File: config.mk
export PLATFORM = sky130hd
export DESIGN_NAME = vvsr_regs
export DESIGN_NICKNAME = d
export VERILOG_FILES = /design/src/vvsr_pkg.sv /design/src/vvsr_regs.sv
export SDC_FILE = /design/constraint.sdc
export NUM_CORES = 1
export LEC_CHECK = 0
export BUFFER_PORTS_ARGS = -buffer_cell sky130_fd_sc_hd__clkbuf_2
export CAP_MARGIN = 30
export CORE_MARGIN = 5
export CORE_UTILIZATION = 45
export DETAILED_ROUTE_END_ITERATION = 7
export GPL_ROUTABILITY_DRIVEN = 0
export PLACE_DENSITY = 0.61
export REMOVE_ABC_BUFFERS = 1
export SETUP_SLACK_MARGIN = 0.05
export SKIP_CTS_REPAIR_TIMING = 1
export SLEW_MARGIN = 25
export SYNTH_ARGS = -nofsm -noshare
export SYNTH_HDL_FRONTEND = slang
export SYNTH_SLANG_ARGS = --single-unit
File: constraint.sdc
create_clock -name mclk -period 13 [get_ports mclk]
set_input_delay 2.6 -clock mclk [delete_from_list [all_inputs] [get_ports mclk]]
set_output_delay 2.6 -clock mclk [all_outputs]
set_load 0.02 [all_outputs]
File: src/vvsr_pkg.sv
// Constants shared by the video encoder subcarrier and blanking-interval bank.
package vvsr_pkg;

	// Register subaddresses on the five-bit control port.
	localparam logic [4:0] ADDR_FREQ_BYTE0 = 5'h09;
	localparam logic [4:0] ADDR_FREQ_BYTE3 = 5'h0c;
	localparam logic [4:0] ADDR_PHASE = 5'h0d;
	localparam logic [4:0] ADDR_CAP_EVEN0 = 5'h0e;
	localparam logic [4:0] ADDR_CAP_EVEN1 = 5'h0f;
	localparam logic [4:0] ADDR_CAP_ODD0 = 5'h10;
	localparam logic [4:0] ADDR_CAP_ODD1 = 5'h11;
	localparam logic [4:0] ADDR_VBI_CTRL0 = 5'h12;
	localparam logic [4:0] ADDR_VBI_CTRL3 = 5'h15;
	localparam logic [4:0] ADDR_COPY_WIDE0 = 5'h16;
	localparam logic [4:0] ADDR_COPY_WIDE2 = 5'h18;
	localparam logic [4:0] ADDR_TEXT_EDGES = 5'h19;

	// Reset values; the frequency word defaults to the NTSC increment.
	localparam logic [7:0] RST_FREQ_BYTE0 = 8'h16;
	localparam logic [7:0] RST_FREQ_BYTE1 = 8'h7c;
	localparam logic [7:0] RST_FREQ_BYTE2 = 8'hf0;
	localparam logic [7:0] RST_FREQ_BYTE3 = 8'h21;
	localparam logic [7:0] RST_BYTE = 8'h00;

	// Field positions inside the copy/wide control register.
	localparam int CW_AUTO_BIT = 4;
	localparam int CW_ODD_EN_BIT = 5;
	localparam int CW_EVEN_EN_BIT = 6;
	localparam int CW_WIDE_EN_BIT = 7;

	// Data-service line numbers.
	localparam logic [9:0] LINE_COPY_ODD = 10'h014;
	localparam logic [9:0] LINE_COPY_EVEN = 10'h11b;
	localparam logic [9:0] LINE_CAP_ODD = 10'h015;
	localparam logic [9:0] LINE_CAP_EVEN = 10'h11c;
	localparam logic [9:0] LINE_WIDE = 10'h017;
	localparam logic [9:0] VBI_FIRST_ODD = 10'h007;
	localparam logic [9:0] VBI_FIRST_EVEN = 10'h10e;
	localparam logic [9:0] VBI_LINES = 10'h010;

	// Checksum preset and feedback taps for x^6 + x + 1.
	localparam logic [5:0] CRC_PRESET = 6'h3f;
	localparam logic [5:0] CRC_TAPS = 6'h03;

	// Teletext request timing.
	localparam longint CLK_HZ = 25000000;
	localparam longint TEXT_BIT_HZ = 6937500;
	localparam longint TEXT_BITS = 360;
	localparam int TEXT_REQ_CYCLES = int'(TEXT_BITS * CLK_HZ / TEXT_BIT_HZ);
	localparam logic [11:0] TEXT_REQ_START = 12'h0c8;
	localparam logic [11:0] HCNT_MAX = 12'hfff;

	typedef enum logic [1:0] {
		VVSR_TQ_IDLE = 2'b00,
		VVSR_TQ_WAIT = 2'b01,
		VVSR_TQ_HIGH = 2'b10
	} vvsr_tq_e;

endpackage

File: src/vvsr_regs.sv
// Subcarrier synthesiser, caption, blanking-line and copy/wide register bank.
`timescale 1ns/1ps

////////////////////////////////////////////////////////////////////////////////
// Behaviour
// - Four frequency bytes form 32-bit increment
// - Phase register offsets subcarrier, 1.41 degree steps
// - Two even-field caption bytes held
// - Two odd-field caption bytes held
// - Four registers: one bit per blanking line
// - NTSC: set bit suppresses line pedestal
// - PAL: set bit enables line teletext
// - Upper nibble delays request rising edge
// - Lower nibble advances request falling edge
// - Zero fall nibble: fall tracks rise
// - Low four bits are final copy bits
// - Auto bit selects internal or stored checksum
// - Copy data per field enable, NTSC only
// - Wide signalling when enabled, PAL only
// - Shared bits follow standard: copy or wide
// - Top two bits copy only, replaced by checksum when auto set
// - Checksum x^6+x+1, preset ones, fourteen bits
// - Copy data on lines 20 and 283
// - Wide signalling on line 23
// - Captions on lines 21 and 284
module vvsr_regs
	import vvsr_pkg::*;
#(
	parameter int REQ_CYCLES = TEXT_REQ_CYCLES
) (
	input wire logic mclk,
	input wire logic rst_n,
	input wire logic reg_wr,
	input wire logic reg_rd,
	input wire logic [4:0] reg_addr,
	input wire logic [7:0] reg_wdata,
	input wire logic pal_mode,
	input wire logic field_odd,
	input wire logic line_start,
	input wire logic [9:0] line_num,
	input wire logic text_data_input,
	output logic [7:0] reg_rdata,
	output logic [7:0] subcarrier_phase_out,
	output logic pedestal_off,
	output logic text_line_enable,
	output logic text_request_strobe,
	output logic text_data_out,
	output logic caption_active,
	output logic [15:0] caption_word,
	output logic copy_active,
	output logic [19:0] copy_word,
	output logic wide_active,
	output logic [13:0] wide_word
);

	// The window must outlast both nibble shifts and must close before the
	// saturating line counter stops.
	if (REQ_CYCLES < 32
			|| REQ_CYCLES > int'(HCNT_MAX - TEXT_REQ_START) - 15) begin
		$error("REQ_CYCLES out of range");
	end

	localparam logic [11:0] REQ_LEN = REQ_CYCLES[11:0];

	typedef struct packed {
		logic [3:0][7:0] freq;
		logic [7:0] phase;
		logic [1:0][7:0] cap_even;
		logic [1:0][7:0] cap_odd;
		logic [3:0][7:0] vbi;
		logic [2:0][7:0] cw;
		logic [7:0] tc;
		logic [31:0] acc;
		logic [7:0] sc_phase;
		logic [7:0] rdata;
		logic [11:0] hcnt;
		vvsr_tq_e tq;
		logic strobe;
		logic ped_off;
		logic text_line;
		logic cap_act;
		logic [15:0] cap_word;
		logic copy_act;
		logic [19:0] copy_word;
		logic wide_act;
		logic [13:0] wide_word;
		logic ttx_s1;
		logic ttx_s2;
		logic ttx_out;
	} vvsr_state_s;

	vvsr_state_s st_reg;
	vvsr_state_s st_next;
	logic [1:0] rst_pipe_reg;
	logic rst_sync_n;

	////////////////////////////////////////////////////////////////////////
	// Reset release through two flops; assertion stays asynchronous.
	always_ff @(posedge mclk or negedge rst_n) begin
		if (!rst_n) begin
			rst_pipe_reg <= 2'h0;
		end else begin
			rst_pipe_reg <= {rst_pipe_reg[0], 1'b1};
		end
	end
	assign rst_sync_n = rst_pipe_reg[1];

	////////////////////////////////////////////////////////////////////////
	// Checksum over C0..C13, C0 shifted in first.
	function automatic logic [5:0] crc6(input logic [13:0] d);
		logic [5:0] c;
		logic fb;
		c = CRC_PRESET;
		fb = 1'b0;
		for (int i = 0; i < 14; i++) begin
			fb = d[i] ^ c[5];
			c = {c[4:0], 1'b0} ^ (fb ? CRC_TAPS : 6'h00);
		end
		return c;
	endfunction

	// Per-line control bit for the current line, zero outside the window.
	function automatic logic vbi_bit(input logic [3:0][7:0] v,
			input logic odd, input logic [9:0] ln);
		logic [9:0] first;
		logic [9:0] idx;
		logic [15:0] bits;
		first = odd ? VBI_FIRST_ODD : VBI_FIRST_EVEN;
		bits = odd ? {v[1], v[0]} : {v[3], v[2]};
		idx = ln - first;
		return (ln >= first && idx < VBI_LINES) ? bits[idx[3:0]] : 1'b0;
	endfunction

	function automatic logic [7:0] reg_read(input vvsr_state_s s,
			input logic [4:0] a);
		logic [7:0] r;
		r = 8'h00;
		if (a >= ADDR_FREQ_BYTE0 && a <= ADDR_FREQ_BYTE3) begin
			r = s.freq[2'(a - ADDR_FREQ_BYTE0)];
		end else if (a >= ADDR_VBI_CTRL0 && a <= ADDR_VBI_CTRL3) begin
			r = s.vbi[2'(a - ADDR_VBI_CTRL0)];
		end else if (a >= ADDR_COPY_WIDE0 && a <= ADDR_COPY_WIDE2) begin
			r = s.cw[2'(a - ADDR_COPY_WIDE0)];
		end else begin
			unique case (a)
				ADDR_PHASE: r = s.phase;
				ADDR_CAP_EVEN0: r = s.cap_even[0];
				ADDR_CAP_EVEN1: r = s.cap_even[1];
				ADDR_CAP_ODD0: r = s.cap_odd[0];
				ADDR_CAP_ODD1: r = s.cap_odd[1];
				ADDR_TEXT_EDGES: r = s.tc;
				default: r = 8'h00;
			endcase
		end
		return r;
	endfunction

	////////////////////////////////////////////////////////////////////////
	logic [31:0] freq_word;
	logic [13:0] copy_data;
	logic [5:0] copy_crc;
	logic [3:0] rise_nib;
	logic [3:0] fall_nib;
	logic [11:0] rise_at;
	logic [11:0] fall_at;
	logic line_text;

	always_comb begin
		st_next = st_reg;
		freq_word = st_reg.freq;
		rise_nib = st_reg.tc[7:4];
		fall_nib = st_reg.tc[3:0];
		copy_data = {st_reg.cw[1][5:0], st_reg.cw[2]};
		copy_crc = crc6(copy_data);
		line_text = pal_mode && vbi_bit(st_reg.vbi, field_odd, line_num);
		rise_at = TEXT_REQ_START + {8'h00, rise_nib};
		// A zero fall nibble keeps the window length under rise shifts.
		if (fall_nib == 4'h0) begin
			fall_at = rise_at + REQ_LEN;
		end else begin
			fall_at = TEXT_REQ_START + REQ_LEN - {8'h00, fall_nib};
		end

		// Register writes land at the documented subaddresses.
		if (reg_wr) begin
			if (reg_addr >= ADDR_FREQ_BYTE0 && reg_addr <= ADDR_FREQ_BYTE3) begin
				st_next.freq[2'(reg_addr - ADDR_FREQ_BYTE0)] = reg_wdata;
			end else if (reg_addr >= ADDR_VBI_CTRL0
					&& reg_addr <= ADDR_VBI_CTRL3) begin
				st_next.vbi[2'(reg_addr - ADDR_VBI_CTRL0)] = reg_wdata;
			end else if (reg_addr >= ADDR_COPY_WIDE0
					&& reg_addr <= ADDR_COPY_WIDE2) begin
				st_next.cw[2'(reg_addr - ADDR_COPY_WIDE0)] = reg_wdata;
			end else begin
				unique case (reg_addr)
					ADDR_PHASE: st_next.phase = reg_wdata;
					ADDR_CAP_EVEN0: st_next.cap_even[0] = reg_wdata;
					ADDR_CAP_EVEN1: st_next.cap_even[1] = reg_wdata;
					ADDR_CAP_ODD0: st_next.cap_odd[0] = reg_wdata;
					ADDR_CAP_ODD1: st_next.cap_odd[1] = reg_wdata;
					ADDR_TEXT_EDGES: st_next.tc = reg_wdata;
					default: st_next.tc = st_reg.tc;
				endcase
			end
		end
		if (reg_rd) begin
			st_next.rdata = reg_read(st_reg, reg_addr);
		end

		// Free-running synthesiser; the phase offset rides on the top byte.
		st_next.acc = st_reg.acc + freq_word;
		st_next.sc_phase = st_reg.acc[31:24] + st_reg.phase;

		// Line services, recomputed every clock from the line position.
		st_next.ped_off = !pal_mode
			&& vbi_bit(st_reg.vbi, field_odd, line_num);
		st_next.text_line = line_text;
		st_next.cap_act = (field_odd && line_num == LINE_CAP_ODD)
			|| (!field_odd && line_num == LINE_CAP_EVEN);
		st_next.cap_word = field_odd ? {st_reg.cap_odd[1], st_reg.cap_odd[0]}
			: {st_reg.cap_even[1], st_reg.cap_even[0]};
		st_next.copy_act = !pal_mode && ((field_odd
			&& line_num == LINE_COPY_ODD && st_reg.cw[0][CW_ODD_EN_BIT])
			|| (!field_odd && line_num == LINE_COPY_EVEN
			&& st_reg.cw[0][CW_EVEN_EN_BIT]));
		// C0..C13 shared, C14..C15 copy only, C16..C19 final bits.
		st_next.copy_word = {st_reg.cw[0][3:0], st_reg.cw[1][7:6],
			copy_data};
		if (st_reg.cw[0][CW_AUTO_BIT]) begin
			st_next.copy_word[19:14] = copy_crc;
		end
		st_next.wide_act = pal_mode && line_num == LINE_WIDE
			&& st_reg.cw[0][CW_WIDE_EN_BIT];
		st_next.wide_word = copy_data;

		// Position within the line; saturates rather than wraps.
		if (line_start) begin
			st_next.hcnt = 12'h000;
		end else if (st_reg.hcnt != HCNT_MAX) begin
			st_next.hcnt = st_reg.hcnt + 12'h001;
		end

		// Request strobe only on teletext lines.
		unique case (st_reg.tq)
			VVSR_TQ_IDLE: begin
				st_next.strobe = 1'b0;
				if (line_start && line_text) begin
					st_next.tq = VVSR_TQ_WAIT;
				end
			end
			VVSR_TQ_WAIT: begin
				if (line_start) begin
					st_next.tq = VVSR_TQ_IDLE;
				end else if (st_reg.hcnt == rise_at) begin
					st_next.strobe = 1'b1;
					st_next.tq = VVSR_TQ_HIGH;
				end
			end
			VVSR_TQ_HIGH: begin
				if (line_start || st_reg.hcnt == fall_at) begin
					st_next.strobe = 1'b0;
					st_next.tq = VVSR_TQ_IDLE;
				end
			end
			default: begin
				st_next.strobe = 1'b0;
				st_next.tq = VVSR_TQ_IDLE;
			end
		endcase

		// Teletext pin is asynchronous: two flops before use.
		st_next.ttx_s1 = text_data_input;
		st_next.ttx_s2 = st_reg.ttx_s1;
		st_next.ttx_out = st_reg.ttx_s2 && st_reg.text_line;
	end

	always_ff @(posedge mclk or negedge rst_sync_n) begin
		if (!rst_sync_n) begin
			st_reg <= '0;
			st_reg.freq <= {RST_FREQ_BYTE3, RST_FREQ_BYTE2, RST_FREQ_BYTE1,
				RST_FREQ_BYTE0};
			st_reg.phase <= RST_BYTE;
			st_reg.tq <= VVSR_TQ_IDLE;
		end else begin
			st_reg <= st_next;
		end
	end

	assign reg_rdata = st_reg.rdata;
	assign subcarrier_phase_out = st_reg.sc_phase;
	assign pedestal_off = st_reg.ped_off;
	assign text_line_enable = st_reg.text_line;
	assign text_request_strobe = st_reg.strobe;
	assign text_data_out = st_reg.ttx_out;
	assign caption_active = st_reg.cap_act;
	assign caption_word = st_reg.cap_word;
	assign copy_active = st_reg.copy_act;
	assign copy_word = st_reg.copy_word;
	assign wide_active = st_reg.wide_act;
	assign wide_word = st_reg.wide_word;
endmodule

==> out/metrics.yaml, run 1 <==
nFillCells: 2587
layout_commonest_cell: "dfrtp_1"
synthFlopType: "dfrtp_1"
min_period_ps: 5350
async_flop_share_pct: 100
status: "finished, violations left"
drc: 11
critical_path_class: "in -> reg"
cts-htree-levels: 1
ys_warn_count: 0
rows: 62
drive_above_1_share_pct: 31.4
cp-start-kind: "input port"
largest_reg_flops: 129
cap_violations: 0
power_leakage_nw: 6.59
maxSlewViolCount: 0
clkLatencyLatePin_ps: 530
synthDistinctLibCells: 69
syn_to_final_growth_pct: 9.59
die_h_um: 181
cp.required_ps: 13400
final_hold_viol_count: 0
worstPathMaxFanout: 17
p_clk_share_pct: 28.1
drtIter0Drc: 748
track_usage_pct: 19.0
tns_ps: 0
worstPathArrival_ps: 5750
postSynthAreaPerCell_um2: 11.9
fin_cells: 1529
die-area_um2: 32800
synth_seq_area_share_pct: 46.7
power.net_switching_mw: 0.952
dp_hpwl_mm: 22.2
antenna_found_initial: 0
placedCellCount: 1482
dp_slack_ps: 7240
cts_buffers: 27
cts_num_sinks: 245
worst_hold_slack_ps: 347
finalWorstSetupSlack_ps: 7650
synth_seq_cells: 245
finalClockSkew_ps: 10.3
rrSetupSlack_ps: 10060
initial_core_util_pct: 45.8
grt_max_degree: 185
fin_crit_sh_pct: 41.1
grt_overflow: 0
power_frac_seq_pct: 39.0
first_pass_iters: 8
core_area_um2: 28800
ir_drop_v: 0.0000939
postRouteAntennaNets: 0
max_freq_mhz: 187
wirelength_mm: 31.4
rsz0062_at_grt: "false"
swShare_pct: 33.7
wl_per_cell_um: 20.5
cts.clk_slew.worst_paths_ps: 60
violations: "DRC"
power_density_nw_per_um2: 196
cts_tree: "done"
end_kind: "flop"
hold_path.class: "reg -> reg"
p_int_mw: 1.87
via_count: 8657
cts_root_buffer: "clkbuf_16"
fp.dieW_um: 181
diodes: 0
slew_headroom_pct: 42.4
grt_pass1_vias: 8718
netlist_area_um2: 13200
design_area_um2: 14400
nets: 1213
combPwrFrac_pct: 32.9
synth_edf_count: 0
port_buffers: 103
setup_viol: 0
io_pins: 104
grt_pass1_wl_mm: 50.5
syn_inst: 1106
final_cell_mix: "dfrtp_1 (230), mux2_2 (159), clkbuf_2 (103)"
cts.path.max_buffers: 3
via_per_inst: 5.66
placed_cell_area_um2: 13500
worstMarginPinSlew_ps: 864
[final timing paths]
kind / depth (start not counted) / to / from
hold / removal: 0 / rst_pipe_reg[1] / rst_pipe_reg[0]
setup reg to reg: 9 / st_reg[120] / freq_word[16]
min in group asynchronous: 0 / st_reg[61] / rst_pipe_reg[1]
hold reg to reg: 0 / rst_pipe_reg[1] / rst_pipe_reg[0]
setup / recovery: 9 / rise_nib[3] / reg_addr[1]
max in group asynchronous: 1 / rst_pipe_reg[1] / rst_n
[synth_stat cells (6+ instances only)]
cell type | count | area, um^2
nor3_1 | 10 | 50.1
o2bb2ai_1 | 8 | 70.1
buf_4 | 67 | 503
nand3_1 | 23 | 115
nor2b_1 | 10 | 62.6
and3_1 | 8 | 50.1
nor2_1 | 42 | 158
clkbuf_1 | 28 | 105
xnor2_1 | 51 | 447
a31oi_1 | 6 | 37.5
ha_1 | 52 | 651
dfstp_2 | 14 | 368
mux2_2 | 159 | 1790
nand3b_1 | 7 | 52.6
mux4_2 | 20 | 450
xor2_1 | 26 | 228
o21a_1 | 8 | 60.1
nand4_1 | 11 | 68.8
a21o_1 | 13 | 97.6
o21ai_0 | 43 | 215
a222oi_1 | 16 | 160
nand2_1 | 54 | 203
a221o_1 | 9 | 90.1
o21bai_1 | 8 | 60.1
dfrtp_1 | 231 | 5780
inv_1 | 28 | 105
buf_2 | 12 | 60.1
a21oi_1 | 50 | 250
mux2i_1 | 13 | 130
[through the flow]
stage,utilization (%),power [mW]
after floorplan,-,1.78
after global placement,46.9,2.03
after detailed placement,46.9,2.04
after CTS,50.1,2.85
after global routing,50.2,3.00
final,50.2,2.82
[cells by family (layout without fill, tap and decap cells)]
logic type | after synthesis | count (layout) | share of synthesized area [%]
adder cells (fa/ha/maj) | 55 | 55 | 5.32
buffers and inverters | 144 | 183 | 6.32
AO/OA/AOI/OAI | 188 | 188 | 9.80
XOR/XNOR | 78 | 78 | 5.33
other | 1 | 1 | 0.0285
multiplexers | 197 | 197 | 19.0
AND/OR/NAND/NOR | 198 | 198 | 7.53
flip-flops | 245 | 245 | 46.7
[critical path: stages]
cell and delay, ps:
clkbuf_2 330, inv_1 290, ha_1 470, o21ai_0 240
a21oi_1 100, o21ai_2 400, nand3b_1 240, nor2b_1 660
mux2_2 410
[cell type report]
type,count,area (um^2),share of cell area (%)
multi-input combinational,717,6190,42.9
sequential,245,6150,42.6
clock buffer,35,756,5.23
timing repair buffer,108,586,4.06
tap,384,480,3.33
clock inverter,11,161,1.12
inverter,29,109,0.754
[power groups by stage]
| stage | Clock (mW) | Sequential (mW) | Combinational [mW] |
|---|---|---|---|
| final | 0.793 | 1.10 | 0.929 |
| after global routing | 0.845 | 1.12 | 1.03 |
| after CTS | 0.810 | 1.10 | 0.933 |
| after detailed placement | 0 | 1.12 | 0.926 |
| after global placement | 0 | 1.11 | 0.916 |
| after floorplan | 0 | 1.12 | 0.661 |
[metal layers]
metal  wire length, um  global-route usage, %  share of wire, %  vias to the layer above
met2             14400                   29.9                46                      256
met4               811                   4.83               2.6                        0
met1             14400                   27.4                46                     4342
met3              1830                   3.24               5.8                       56
met5                 0                      0                 0                        -
li1                  -                      -                 -                     4003
Power figures use the tool's default switching activity.
==> run 2, diff against run 1 <==
--- a/config.mk
+++ b/config.mk
@@ -5,6 +5,7 @@
 export SDC_FILE = /design/constraint.sdc
 export NUM_CORES = 1
 export LEC_CHECK = 0
+export ABC_AREA = 1
 export BUFFER_PORTS_ARGS = -buffer_cell sky130_fd_sc_hd__clkbuf_2
 export CAP_MARGIN = 30
 export CORE_MARGIN = 5
==> constraint.sdc (replaced) <==
create_clock -name mclk -period 5.4 [get_ports mclk]
set_input_delay 1.08 -clock mclk [delete_from_list [all_inputs] [get_ports mclk]]
set_output_delay 1.08 -clock mclk [all_outputs]
set_load 0.02 [all_outputs]
==> out/metrics.yaml, run 2 <==
design_area_um2: 15000
cap_violations: 0
track_usage_pct: 21.5
worst_hold_slack_ps: 317
async_flop_share_pct: 100
drive_above_1_share_pct: 13.3
worstPathMaxFanout: 16
finalClockSkew_ps: 8.97
tns_ps: 0
power.total_mw: 7.06
synthFlopType: "dfrtp_1"
combPwrFrac_pct: 31.0
die-area_um2: 33700
syn_to_final_growth_pct: 10.9
fin_crit_sh_pct: 57.0
power.net_switching_mw: 2.49
fp.dieW_um: 184
final_hold_viol_count: 0
status: "complete, no violations"
antenna_found_initial: 0
via_per_inst: 5.33
syn_inst: 1664
power_density_nw_per_um2: 470
clkLatencyLatePin_ps: 540
nFillCells: 2866
power_frac_seq_pct: 36.8
worstPathArrival_ps: 3470
grt_overflow: 0
hold_path.class: "in -> async"
dp_slack_ps: 1810
cts_tree: "done"
postSynthAreaPerCell_um2: 8.15
yosysTopAreaCellShare_pct: 42.6
via_count: 11200
swShare_pct: 35.3
worstMarginPinSlew_ps: 965
grt_max_degree: 129
final_cell_mix: "nand2_1 (441), dfrtp_1 (230), o21ai_0 (132)"
layout_commonest_cell: "nand2_1"
cp-start-kind: "input port"
drc: 0
ir_drop_v: 0.000267
synth_edf_count: 0
placedCellCount: 2045
cp.required_ps: 5790
cts_root_buffer: "clkbuf_16"
synth_area_leaders: "dfrtp_1 (43%), nand2_1 (12%), o21ai_0 (4.9%)"
finalWorstSetupSlack_ps: 2320
synthDistinctLibCells: 50
critical_path_class: "in -> reg"
drtIter0Drc: 890
die_h_um: 184
port_buffers: 103
setup_viol: 0
power_leakage_nw: 7.39
dp_hpwl_mm: 26.4
synth.most_common_cell: "nand2_1"
io_pins: 104
ys_warn_count: 0
yosys.area.top_type: "dfrtp_1"
min_period_ps: 3080
cts_buffers: 28
slew_headroom_pct: 35.6
synth_common_cells: "nand2_1 (441), dfrtp_1 (231), o21ai_0 (132), nor2_1 (129), inv_1 (128)"
cts-htree-levels: 1
grt_pass1_wl_mm: 58.9
cts.clk_slew.worst_paths_ps: 60
diodes: 0
wirelength_mm: 36.4
largest_reg_flops: 129
postRouteAntennaNets: 0
synth_seq_cells: 245
core_area_um2: 29700
p_clk_share_pct: 32.2
max_freq_mhz: 325
rows: 63
placed_cell_area_um2: 13800
crit_start: "reg_addr[1]"
initial_core_util_pct: 45.6
maxSlewViolCount: 0
multiInputGateArea_um2: 6120
first_pass_iters: 5
grt_pass1_vias: 10800
end_kind: "flop"
r2r_start: "freq_word[1]"
cts.path.max_buffers: 3
rsz0062_at_grt: "false"
netlist_area_um2: 13600
wl_per_cell_um: 17.3
p_int_mw: 4.57
synth_seq_area_share_pct: 45.4
cts_num_sinks: 245
seqCellArea_um2: 6150
fin_cells: 2100
finalCoreUtilization_pct: 50.6
nets: 1773
[run 2: area by class of cell]
| type | instances | area share [%] |
|---|---|---|
| clock inverter | 21 | 2.46 |
| tap | 390 | 3.25 |
| sequential | 245 | 40.9 |
| multi-input combinational | 1167 | 40.7 |
| inverter | 135 | 3.37 |
| clock buffer | 31 | 5.01 |
| timing repair buffer | 111 | 4.23 |
[run 2: worst paths after layout]
check                      slack (ps)  depth (start not counted)         endpoint
hold / removal                    320                          1  rst_pipe_reg[1]
setup reg to reg                 2920                          8      st_reg[117]
hold reg to reg                   350                          0      st_reg[175]
setup / recovery                 2320                         12      st_reg[208]
max in group asynchronous        3930                          1      st_reg[107]
min in group mclk                 350                          0  rst_pipe_reg[1]
[run 2: kinds of logic after synthesis]
kind of cell,share of synthesized area (%)
adder cells (fa/ha/maj),5.09
buffers and inverters,9.48
flip-flops,45.4
XOR/XNOR,3.88
AND/OR/NAND/NOR,21.2
other,0.0277
AO/OA/AOI/OAI,15.0
[run 2: layer usage]
metal / routed length [um] / track usage (%) / share of wire, %
met1: 16400 / 30.4 / 45
met2: 17100 / 35.2 / 47
met3: 1860 / 2.63 / 5.1
met4: 979 / 6.02 / 2.7
met5: 0 / 0 / 0
[run 2: power groups by stage]
stage / registers [mW] / clock network [mW] / logic (mW)
6_report: 2.60 / 2.27 / 2.19
3_3_place_gp: 2.62 / 0 / 2.13
3_5_place_dp: 2.63 / 0 / 2.17
2_1_floorplan: 2.66 / 0 / 1.49
5_1_grt: 2.65 / 2.41 / 2.48
4_1_cts: 2.60 / 2.32 / 2.19
[run 2: critical path: stages]
cell and delay [ps]:
clkbuf_2 110, inv_2 120, ha_1 300, inv_1 100, nand3_1 90, nand2_2 260, inv_2 140, nor2_8 140
and3_1 630, nand2_4 270, nand2_1 160, o21ai_2 60
==> run 3, diff against run 2 <==
--- a/config.mk
+++ b/config.mk
@@ -5,14 +5,14 @@
 export SDC_FILE = /design/constraint.sdc
 export NUM_CORES = 1
 export LEC_CHECK = 0
-export ABC_AREA = 1
+export ABC_AREA = 0
 export BUFFER_PORTS_ARGS = -buffer_cell sky130_fd_sc_hd__clkbuf_2
 export CAP_MARGIN = 30
 export CORE_MARGIN = 5
 export CORE_UTILIZATION = 45
 export DETAILED_ROUTE_END_ITERATION = 7
 export GPL_ROUTABILITY_DRIVEN = 0
-export PLACE_DENSITY = 0.61
+export PLACE_DENSITY = 0.63
 export REMOVE_ABC_BUFFERS = 1
 export SETUP_SLACK_MARGIN = 0.05
 export SKIP_CTS_REPAIR_TIMING = 1
==> constraint.sdc (replaced) <==
create_clock -name mclk -period 2.7 [get_ports mclk]
set_input_delay 0.54 -clock mclk [delete_from_list [all_inputs] [get_ports mclk]]
set_output_delay 0.54 -clock mclk [all_outputs]
set_load 0.02 [all_outputs]
==> out/metrics.yaml, run 3 (synthesized netlist as in run 1, its figures left out) <==
status: "finished, violations left"
violations: "DRC"
cts_buffers: 28
drtIter0Drc: 660
power_density_nw_per_um2: 927
design_area_um2: 15000
finalCoreUtilization_pct: 52.1
drive_above_1_share_pct: 36.0
crit_start: "freq_word[2]"
wl_per_cell_um: 20.5
worstPathMaxFanout: 3
maxSlewViolCount: 0
placed_cell_area_um2: 14000
layout_commonest_cell: "dfrtp_1"
first_pass_iters: 8
tns_ps: 0
clkLatencyLatePin_ps: 560
min_period_ps: 2600
end_kind: "flop"
slew_headroom_pct: 50.8
syn_to_final_growth_pct: 13.8
io_pins: 104
min_from: "text_data_input"
track_usage_pct: 19.9
cp.required_ps: 3140
grt_pass1_vias: 8932
cap_violations: 0
multiInputGateArea_um2: 6250
antenna_found_initial: 0
initial_core_util_pct: 45.8
max_freq_mhz: 384
diodes: 0
largest_reg_flops: 129
wirelength_mm: 32.7
cts_tree: "done"
die_h_um: 181
cts.path.max_buffers: 3
cp-start-kind: "flop"
die-area_um2: 32800
grt_overflow: 0
grt_max_degree: 52
final_cell_mix: "dfrtp_1 (230), mux2_2 (159), clkbuf_2 (103)"
core_area_um2: 28800
drc: 3
via_count: 8837
ir_drop_v: 0.000458
cts.clk_slew.worst_paths_ps: 60
rsz0062_at_grt: "true"
hold_path.class: "in -> reg"
setup_viol: 0
via_per_inst: 5.54
cts_num_sinks: 245
port_buffers: 103
grt_pass1_wl_mm: 52.5
cts_root_buffer: "clkbuf_16"
fp.dieW_um: 181
rows: 62
fin_crit_sh_pct: 96.4
postRouteAntennaNets: 0
power_leakage_nw: 6.88
dp_hpwl_mm: 23.7
r2r_start: "freq_word[2]"
cts-htree-levels: 1
critical_path_class: "reg -> reg"
nets: 1276
seqCellArea_um2: 6150
worstPathArrival_ps: 3050
finalClockSkew_ps: 31.1
final_hold_viol_count: 0
nFillCells: 2522
worstMarginPinSlew_ps: 738
run 3: cell types whose count changed in the layout (fill, tap and decap cells not counted), sizes merged, moves of 10 or more:
cell	previous run	this run
inv	136	29
mux2i	0	13
nand3	71	23
a21oi	65	51
o21ai	242	48
mux4	0	25
a222oi	0	16
mux2	0	159
nor2b	0	10
nor2	132	47
xnor2	25	52
nand2	449	54
o22ai	19	1
buf	8	66
run 3: where the power goes:
| part | internal [mW] | leakage, nW | switching (mW) | total, mW |
|---|---|---|---|---|
| Sequential | 4.59 | 3.10 | 0.715 | 5.31 |
| Clock | 2.17 | 0.435 | 1.52 | 3.69 |
| Combinational | 2.37 | 3.35 | 2.52 | 4.89 |
run 3: area by class of cell:
| type | count | share of cell area (%) |
|---|---|---|
| clock buffer | 36 | 5.08 |
| clock inverter | 13 | 0.893 |
| inverter | 29 | 0.726 |
| multi-input combinational | 717 | 41.7 |
| sequential | 245 | 41.1 |
| tap | 384 | 3.21 |
| timing repair buffer | 170 | 7.31 |
run 3: per-stage QoR:
stage	worst slack (ps)	total power [mW]	std cells	hold slack, ps
after global routing	-8.87	14.8	1594	108
after detailed placement	-286	10.1	1541	328
after CTS	39.9	13.9	1590	-251
final	95.9	13.9	1594	124
after global placement	-278	10.0	1541	328
after floorplan	-4610	8.58	991	244
run 3: final timing paths:
kind	endpoint	slack [ps]	cells after the start
setup / recovery	st_reg[119]	100	9
hold / removal	st_next[1]	120	1
setup reg to reg	st_reg[119]	100	9
hold reg to reg	rst_pipe_reg[1]	350	0
max in group asynchronous	freq_word[20]	1470	1
min in group asynchronous	rst_pipe_reg[1]	310	2
run 3: critical path, stage by stage (launching register included):
cell and delay [ps]:
dfstp_2 550, ha_4 200, nor2b_1 140, o31a_1 250, o31a_1 290, o21ai_2 210, o21ai_2 90, a221o_1 400
a211oi_2 260, xnor2_1 90
run 3: metal layers:
| metal | vias to the layer above | GRT usage (%) | routed length (um) | share of wire [%] |
|---|---|---|---|---|
| li1 | 4120 | - | - | - |
| met4 | 0 | 6.33 | 1040 | 3.2 |
| met2 | 277 | 30.6 | 14600 | 45 |
| met5 | - | 0 | 0 | 0 |
| met3 | 61 | 3.94 | 2180 | 6.7 |
| met1 | 4379 | 28.7 | 14900 | 46 |
